$ cat src/gpt_pkg.sv
// Package: constants and types for the general purpose timer
// Contract
// RULE_01: The counter is 16 bits, auto-reloading, counts up or down, fed by a 16-bit prescaler.
// RULE_02: The full variant has four channels, each capture, compare, PWM or one-pulse.
// RULE_03: Trigger signals go to and come from sibling timers for sync and event chaining.
// RULE_04: The counter holds its value while the processor is halted in debug, if selected.
// RULE_05: Each full timer raises its own DMA requests.
// RULE_06: Quadrature encoder inputs move the counter; one to three hall inputs are accepted.
// RULE_07: Variant one has one channel and up-only count; variant two has two channels, up/down.
// RULE_08: Reduced variants can be clocked from the low-speed external clock as time bases.
// RULE_09: The basic variant has no channels and its periodic event triggers the DAC.
// RULE_10: Overflow or underflow reloads the counter and signals an update event.
package gpt_pkg;
    localparam int GPT_W = 16;
    localparam int GPT_MAXCH = 4;
    localparam logic [15:0] GPT_ARR_RST = 16'hFFFF;
    localparam logic [15:0] GPT_PSC_RST = 16'h0000;
    localparam logic [15:0] GPT_CNT_RST = 16'h0000;
    // Variant selector
    localparam logic [1:0] GPT_VAR_FULL = 2'h0;
    localparam logic [1:0] GPT_VAR_DUAL = 2'h1;
    localparam logic [1:0] GPT_VAR_SINGLE = 2'h2;
    localparam logic [1:0] GPT_VAR_BASIC = 2'h3;
    // Channel modes
    typedef enum logic [3:0] {
        GPT_CH_CAPTURE = 4'b0001,
        GPT_CH_COMPARE = 4'b0010,
        GPT_CH_PWM = 4'b0100,
        GPT_CH_ONEPULSE = 4'b1000
    } gpt_chmode_t;
    // Counter source modes
    typedef enum logic [3:0] {
        GPT_SRC_INT = 4'b0001,
        GPT_SRC_LSE = 4'b0010,
        GPT_SRC_ENC = 4'b0100,
        GPT_SRC_TRG = 4'b1000
    } gpt_src_t;
endpackage

$ cat src/gpt_chan_if.sv
// Interface: counter state shared with the channel unit
`timescale 1ns/1ns
`default_nettype none
interface gpt_chan_if;
    logic [15:0] cnt;
    logic [15:0] arr;
    logic upd;
    logic en;
    logic [1:0] mode;
    logic [15:0] cmp;
    logic cap_in;
    logic out;
    logic cap_evt;
    logic cmp_evt;
    logic [15:0] cap_val;
    modport top (output cnt, arr, upd, en, mode, cmp, cap_in,
                 input out, cap_evt, cmp_evt, cap_val);
    modport ch (input cnt, arr, upd, en, mode, cmp, cap_in,
                output out, cap_evt, cmp_evt, cap_val);
endinterface
`default_nettype wire

$ cat src/gpt_top.sv
// Module: general purpose timer with counter, encoder, trigger and channels
`timescale 1ns/1ns
`default_nettype none
module gpt_top
#(
    parameter logic [1:0] VARIANT = gpt_pkg::GPT_VAR_FULL
)
(
    // Clock, reset, enable
    input wire logic core_clk,
    input wire logic rst,
    input wire logic ce,
    // Configuration
    input wire logic cnt_en,
    input wire logic dir_down,
    input wire logic [15:0] psc_val,
    input wire logic [15:0] arr_val,
    input wire gpt_pkg::gpt_src_t src_sel,
    input wire logic dbg_freeze_en,
    input wire logic dbg_halt,
    input wire logic dma_en,
    input wire logic [7:0] ch_mode,
    input wire logic [63:0] ch_cmp,
    // Pins
    input wire logic lse_in,
    input wire logic enc_a,
    input wire logic enc_b,
    input wire logic [2:0] hall_in,
    input wire logic [3:0] cap_pin,
    input wire logic trig_in,
    // Results
    output logic [15:0] cnt_out,
    output logic [3:0] ch_out,
    output logic [63:0] cap_out,
    output logic update_evt,
    output logic trig_out,
    output logic dac_trig,
    output logic dma_req,
    output logic hall_evt
);
    import gpt_pkg::*;
    localparam int NCH = (VARIANT == GPT_VAR_FULL) ? 4 :
                         (VARIANT == GPT_VAR_DUAL) ? 2 :
                         (VARIANT == GPT_VAR_SINGLE) ? 1 : 0;
    localparam int PINS = 10;

    // Three-stage synchronisers for all pins
    logic [PINS-1:0] s1_r;
    logic [PINS-1:0] s2_r;
    logic [PINS-1:0] s3_r;
    always_ff @(posedge core_clk)
    begin
        if (rst)
        begin
            s1_r <= '0;
            s2_r <= '0;
            s3_r <= '0;
        end
        else if (ce)
        begin
            s1_r <= {trig_in, cap_pin, hall_in, enc_b, enc_a};
            s2_r <= s1_r;
            s3_r <= s2_r;
        end
    end
    // A change counts once stages two and three agree
    logic [PINS-1:0] pin_r;
    always_ff @(posedge core_clk)
    begin
        if (rst)
            pin_r <= '0;
        else if (ce)
        begin
            for (int i = 0; i < PINS; i++)
                if (s2_r[i] == s3_r[i])
                    pin_r[i] <= s3_r[i];
        end
    end
    logic a_q;
    logic b_q;
    logic [2:0] hall_q;
    logic [3:0] cap_q;
    logic trg_q;
    assign a_q = pin_r[0];
    assign b_q = pin_r[1];
    assign hall_q = pin_r[4:2];
    assign cap_q = pin_r[8:5];
    assign trg_q = pin_r[9];

    // Low-speed clock pin: three stages plus agree, like the other pins; it is slow enough
    // that the extra latency costs nothing
    logic lse1_r;
    logic lse2_r;
    logic lse3_r;
    logic lse_r;
    always_ff @(posedge core_clk)
    begin
        if (rst)
        begin
            lse1_r <= 1'b0;
            lse2_r <= 1'b0;
            lse3_r <= 1'b0;
            lse_r <= 1'b0;
        end
        else if (ce)
        begin
            lse1_r <= lse_in;
            lse2_r <= lse1_r;
            lse3_r <= lse2_r;
            if (lse2_r == lse3_r)
                lse_r <= lse3_r;
        end
    end

    // Previous values for edge detection
    logic a_d_r;
    logic b_d_r;
    logic lse_d_r;
    logic trg_d_r;
    logic [2:0] hall_d_r;
    always_ff @(posedge core_clk)
    begin
        if (rst)
        begin
            a_d_r <= 1'b0;
            b_d_r <= 1'b0;
            lse_d_r <= 1'b0;
            trg_d_r <= 1'b0;
            hall_d_r <= 3'h0;
        end
        else if (ce)
        begin
            a_d_r <= a_q;
            b_d_r <= b_q;
            lse_d_r <= lse_r;
            trg_d_r <= trg_q;
            hall_d_r <= hall_q;
        end
    end

    // Encoder: x4 decode from synchronised phases
    logic enc_step;
    logic enc_dn;
    assign enc_step = (a_q ^ a_d_r) ^ (b_q ^ b_d_r); // RULE_06
    assign enc_dn = a_q ^ b_d_r; // RULE_06

    // Tick source; reduced variants may run off the low-speed clock
    logic tick;
    logic tick_dn;
    always_comb
    begin
        tick = 1'b0;
        tick_dn = dir_down && VARIANT != GPT_VAR_SINGLE; // RULE_07
        case (src_sel)
            GPT_SRC_INT: tick = 1'b1;
            GPT_SRC_LSE: tick = (VARIANT != GPT_VAR_FULL) && lse_r && !lse_d_r; // RULE_08
            GPT_SRC_ENC:
            begin
                tick = (VARIANT == GPT_VAR_FULL) && enc_step;
                tick_dn = enc_dn;
            end
            GPT_SRC_TRG: tick = trg_q && !trg_d_r; // RULE_03
            default: tick = 1'b0;
        endcase
    end

    // Prescaler and counter; debug halt freezes both when dbg_freeze_en is set
    logic run;
    assign run = ce && cnt_en && !(dbg_freeze_en && dbg_halt); // RULE_04
    logic [15:0] psc_r;
    logic [15:0] cnt_r;
    logic upd_r;
    logic psc_hit;
    // At or above, so a smaller divider set mid-count wraps at once instead of going round 64K
    assign psc_hit = tick && (psc_r >= psc_val); // RULE_01
    always_ff @(posedge core_clk)
    begin
        if (rst)
            psc_r <= GPT_PSC_RST;
        else if (run && tick)
            psc_r <= psc_hit ? 16'h0000 : psc_r + 16'h0001; // RULE_01
    end
    always_ff @(posedge core_clk)
    begin
        if (rst)
        begin
            cnt_r <= GPT_CNT_RST;
            upd_r <= 1'b0;
        end
        else if (ce)
        begin
            upd_r <= 1'b0;
            if (run && psc_hit)
            begin
                if (!tick_dn)
                begin
                    if (cnt_r >= arr_val)
                    begin
                        cnt_r <= 16'h0000; // RULE_10
                        upd_r <= 1'b1;
                    end
                    else
                        cnt_r <= cnt_r + 16'h0001; // RULE_01
                end
                else if (cnt_r == 16'h0000)
                begin
                    cnt_r <= arr_val; // RULE_10
                    upd_r <= 1'b1;
                end
                else
                    cnt_r <= cnt_r - 16'h0001; // RULE_01
            end
        end
    end

    // Channels
    logic [3:0] ch_o;
    logic [3:0] cap_e;
    logic [3:0] cmp_e;
    logic [63:0] cap_v;
    genvar g;
    generate
        for (g = 0; g < GPT_MAXCH; g++)
        begin : g_ch
            if (g < NCH)
            begin : g_on
                gpt_chan_if cif ();
                assign cif.cnt = cnt_r;
                assign cif.arr = arr_val;
                assign cif.upd = upd_r;
                assign cif.en = cnt_en;
                assign cif.mode = ch_mode[2*g +: 2];
                assign cif.cmp = ch_cmp[16*g +: 16];
                assign cif.cap_in = cap_q[g];
                gpt_chan u_ch (.core_clk(core_clk), .rst(rst), .ce(ce), .c(cif)); // RULE_02
                assign ch_o[g] = cif.out;
                assign cap_e[g] = cif.cap_evt;
                assign cmp_e[g] = cif.cmp_evt;
                assign cap_v[16*g +: 16] = cif.cap_val;
            end
            else
            begin : g_off
                assign ch_o[g] = 1'b0; // RULE_09
                assign cap_e[g] = 1'b0;
                assign cmp_e[g] = 1'b0;
                assign cap_v[16*g +: 16] = 16'h0000;
            end
        end
    endgenerate

    // Registered outputs
    always_ff @(posedge core_clk)
    begin
        if (rst)
        begin
            cnt_out <= GPT_CNT_RST;
            ch_out <= 4'h0;
            cap_out <= 64'h0;
            update_evt <= 1'b0;
            trig_out <= 1'b0;
            dac_trig <= 1'b0;
            dma_req <= 1'b0;
            hall_evt <= 1'b0;
        end
        else if (ce)
        begin
            cnt_out <= cnt_r;
            ch_out <= ch_o;
            cap_out <= cap_v;
            update_evt <= upd_r; // RULE_10
            trig_out <= upd_r; // RULE_03
            dac_trig <= upd_r && VARIANT == GPT_VAR_BASIC; // RULE_09
            dma_req <= dma_en && VARIANT == GPT_VAR_FULL && (upd_r || |cap_e || |cmp_e); // RULE_05
            hall_evt <= VARIANT == GPT_VAR_FULL && (hall_q != hall_d_r); // RULE_06
        end
    end
endmodule
`default_nettype wire

$ cat src/gpt_chan.sv
// Module: one capture/compare channel
`timescale 1ns/1ns
`default_nettype none
module gpt_chan
(
    // Clock and reset
    input wire logic core_clk,
    input wire logic rst,
    input wire logic ce,
    // Counter side
    gpt_chan_if.ch c
);
    import gpt_pkg::*;
    logic cap_d_r;
    logic op_done_r;
    logic out_r;
    logic cap_evt_r;
    logic cmp_evt_r;
    logic [15:0] cap_val_r;
    logic hit;
    assign hit = (c.cnt == c.cmp);
    assign c.out = out_r;
    assign c.cap_evt = cap_evt_r;
    assign c.cmp_evt = cmp_evt_r;
    assign c.cap_val = cap_val_r;
    // Capture on rising edge of the (already synchronised) input
    always_ff @(posedge core_clk)
    begin
        if (rst)
        begin
            cap_d_r <= 1'b0;
            cap_evt_r <= 1'b0;
            cap_val_r <= 16'h0000;
        end
        else if (ce)
        begin
            cap_d_r <= c.cap_in;
            cap_evt_r <= 1'b0;
            if (c.en && c.mode == 2'h0 && c.cap_in && !cap_d_r)
            begin
                cap_val_r <= c.cnt; // RULE_02
                cap_evt_r <= 1'b1;
            end
        end
    end
    // Output waveform: toggle, PWM level, or one pulse that stops after a period
    always_ff @(posedge core_clk)
    begin
        if (rst)
        begin
            out_r <= 1'b0;
            cmp_evt_r <= 1'b0;
            op_done_r <= 1'b0;
        end
        else if (ce)
        begin
            cmp_evt_r <= c.en && c.mode != 2'h0 && hit;
            if (!c.en)
                op_done_r <= 1'b0;
            case (c.mode)
                2'h1: if (c.en && hit) out_r <= !out_r; // RULE_02
                2'h2: out_r <= c.en && (c.cnt < c.cmp); // RULE_02
                2'h3:
                begin
                    out_r <= c.en && !op_done_r && (c.cnt >= c.cmp); // RULE_02
                    if (c.en && c.upd)
                        op_done_r <= 1'b1;
                end
                default: out_r <= 1'b0;
            endcase
        end
    end
endmodule
`default_nettype wire

$ cat config.mk
export PLATFORM = sky130hd
export DESIGN_NAME = gpt_top
export DESIGN_NICKNAME = d
export VERILOG_FILES = /design/src/gpt_pkg.sv /design/src/gpt_chan_if.sv /design/src/gpt_top.sv /design/src/gpt_chan.sv
export SDC_FILE = /design/constraint.sdc
export NUM_CORES = 1
export LEC_CHECK = 0
export BUFFER_PORTS_ARGS = -buffer_cell sky130_fd_sc_hd__buf_2
export CORE_MARGIN = 2
export CORE_UTILIZATION = 57
export CTS_CLUSTER_SIZE = 40
export DETAILED_ROUTE_END_ITERATION = 10
export HOLD_SLACK_MARGIN = 0.05
export PLACE_DENSITY = 0.81
export RECOVER_POWER = 50
export REMOVE_ABC_BUFFERS = 1
export SYNTH_ARGS = -nofsm -noshare
export SYNTH_HDL_FRONTEND = slang
export SYNTH_SLANG_ARGS = --single-unit
$ cat constraint.sdc
create_clock -name core_clk -period 3.29 [get_ports core_clk]
set_input_delay 0.1645 -clock core_clk [delete_from_list [all_inputs] [get_ports core_clk]]
set_output_delay 0.1645 -clock core_clk [all_outputs]
set_load 0.01 [all_outputs]
==> impl_results.md <==
* Setup clock skew after layout at 0.00962 ns
* Horiz. Die Dim at 154 um
* Adder-Cell Fraction of Synth Area at 9.79%
* Number of H-tree levels at 1
* Worst Path Max Fanout at 134
* Nets at 1963
* CTS tree: built
* #FFs+latches synth at 250
* Outcome: finished, violations left
* Setup ws final at 0.346 ns
* Synth Cell Area at 0.0128 mm2
* WHS at 0.0735 ns
* Startpoint types: input pin
* Post-DP HPWL at 24.9 mm
* Layout Utilization at 69.1%
* Antenna viol nets, final at 0
* CTS root buf: clkbuf_16
* Mux share of post-synthesis cell area at 9.29%
* Clock network fraction of total power at 46.3%
* Syn_area_per_cell at 8.37 um2
* Slew @ Worst Pin at 2.43 ns
* Worst setup slack after placement at 0.744 ns
* Die area at 0.0236 mm2
* Clock slew at reported path FFs at 0.06 ns
* Global-route wire length before repair at 58.0 mm
* Global Route Usage Sum at 29.8%
* Fin area at 0.0151 mm2
* Ys flop type: dfxtp_1
* Largest net degree at the start of global routing at 135
* Area fraction in and, or, nand and nor cells after synthesis at 18.7%
* Seq pwr share at 46.7%
* Rows at 54
* Initial Util at 58.4%
* Number of vias per cell at 5.84
* Port-buffer cells at 213
* Lkg Pwr at 6.58 nW
* Deepest clock path buffer count at 3
* Post-synth EDFFs at 0
* Placed Instance Area at 0.0141 mm2
* TritonCTS buffer count at 26
* Final Hold Violating Endpoints at 0
* Setup TNS at 0 ns
* Detailed Routing Iterations Pass 1 at 5
* Slew Viols, Final at 135
* Clock period minus worst slack at 2.94 ns
* Worst min-delay path class: in -> reg
* CP Class: in -> reg
* Non-Filler Instances at 2035
* Post-synthesis xor/xnor area fraction at 1.92%
* Die Ht at 154 um
* Crit share post-route at 89.5%
* Gpl congestion at 0.937
* Post_cts resized at 0
* Cts hold-fix bufs at 24
* Required time at the worst-slack endpoint at 3.75 ns
* Hold Path Cell Cnt at 3
* Part of the power in combinational logic at 7.0%
* Power per standard cell area at 432 mW/mm2
* Yosys warns at 0
* Vias in the first global route at 11401
* Post-CTS Setup Inserts at 0
* Share of cells above drive strength 1 at 12.2%
* Rel. slew slack at -61.9%
* Clock sinks at 250
* Detailed Route Iter0 Violations at 1165
* Asr flop ratio synth at 0%
* Ant diodes at 0
* P_int at 5.03 mW
* CP endpoint kind: register
* Failing checks: capacitance limit, slew limit
* Sequential fraction of the synthesis area at 39.2%
* Remaining DRCs at 0
* Power Total at 6.54 mW
* Largest family of logic cells by synthesized area: simple AND/OR/NAND/NOR gates
* Compound-Gate Fraction of Synth Area at 14.8%
* Switching share of power at 23.1%
* Worst EP arrival at 3.41 ns
* Gr ovfl total at 0
* RSZ-0062 raised after global routing: false
* Core footprint at 0.0219 mm2
* DP Cell Count at 1964
* Layout area overhead at 18.3%
* Gate Count Post-Synth at 1527
* Final wirelength at 36.5 mm
* Clock latency on the worst-skew pair at 0.53 ns
* Routed WL per cell at 17.9 um
* Routed vias at 11886
* Initial antenna violation count at 1
* Yosys cell types at 72
* Max-cap violations at 1
* R2r worst-path depth at 8
* Worst ir drop on vdd at 0.422 mV
* Max Clk Rate at 0.340 GHz
* IO Pins at 216
* Sw Pwr at 1.51 mW
* Final setup fails at 0
[routing by layer]
layer	vias up	share of wire [%]	track usage (%)
met2	510	45	47.8
met4	2	3.9	11.8
met5	-	0.033	0
met1	5531	43	40.5
met3	98	7.3	4.62
li1	5745	-	-
[critical path: stages]
cell	delay, ns
buf_6	0.09
clkbuf_4	1.53
and2_1	0.49
a31oi_1	0.14
dlygate4sd3_1	0.58
nor2_1	0.09
[logic make-up after synthesis]
group,Yosys count
buf+inv,208
mux,118
simple gates,517
fa+ha+maj,100
other cells,1
flops,250
xor+xnor,28
compound gates,305
[power groups by stage]
stage	Sequential (mW)	Combinational (mW)	Clock, mW
after floorplan	3.12	0.185	0
final	3.05	0.460	3.02
after CTS	3.05	0.444	3.05
after global placement	3.12	0.412	0
after global routing	3.05	0.502	3.16
after detailed placement	3.12	0.423	0
[registers in the layout, summed over array words and instances, names as in the netlist, 10 cells and up]
| register | cells |
|---|---|
| cnt_out | 16 |
| s2_r | 10 |
| cap_out | 64 |
| s3_r | 10 |
| cnt_r | 16 |
| s1_r | 10 |
| psc_r | 16 |
| g_ch.g_on.u_ch.c.cap_val | 64 |
| pin_r | 10 |
[path summary, 6_finish.rpt]
| path | startpoint | end | slack (ns) |
|---|---|---|---|
| setup / recovery | ce | g_ch[2].g_on.u_ch.op_done_r | 0.35 |
| hold / removal | ch_mode[4] | g_ch[2].g_on.u_ch.c.cmp_evt | 0.07 |
| setup reg to reg | cnt_r[0] | cnt_r[4] | 0.69 |
| hold reg to reg | g_ch[1].g_on.u_ch.c.cap_val[3] | g_ch[1].g_on.u_ch.c.cap_val[3] | 0.45 |
[Yosys cell counts, drive strengths merged, types with 24 or more instances]
| cell type | n | area [um2] |
|---|---|---|
| nand3 | 31 | 155 |
| nand2 | 180 | 676 |
| xnor2 | 24 | 210 |
| a21oi | 143 | 723 |
| nand4 | 25 | 156 |
| dfxtp | 250 | 5000 |
| clkbuf | 69 | 259 |
| ha | 100 | 1250 |
| o21ai | 49 | 245 |
| nor2 | 160 | 603 |
| inv | 116 | 435 |
| nor3 | 40 | 200 |
| mux2i | 117 | 1170 |
[cell type report]
| type | count | area (um2) |
|---|---|---|
| Sequential cell | 250 | 5000 |
| Fill cell | 1802 | 6770 |
| Tap cell | 280 | 350 |
| Clock buffer | 36 | 769 |
| Multi-Input combinational cell | 1069 | 6960 |
| Inverter | 117 | 439 |
| Clock inverter | 11 | 119 |
| Timing Repair Buffer | 272 | 1470 |
[placed cells by master, fill, tap and decap left out, drive strengths merged, types with 7 or more instances in the layout]
cell type and count:
nand4 25, xnor2 24, a21o 9, inv 116
nand3 31, nand2 180, clkbuf 125, o211ai 9
and3 7, a211oi 19, ha 100, o32ai 16
nor3 40, nand2b 7, o21ai 49, dfxtp 250
dlygate4sd3 24, nor2 160, buf 159, nor4 11
and2 13, mux2i 117, o32a 8, o31ai 8
a21oi 143
No activity file was read; power rests on OpenSTA's default activity.
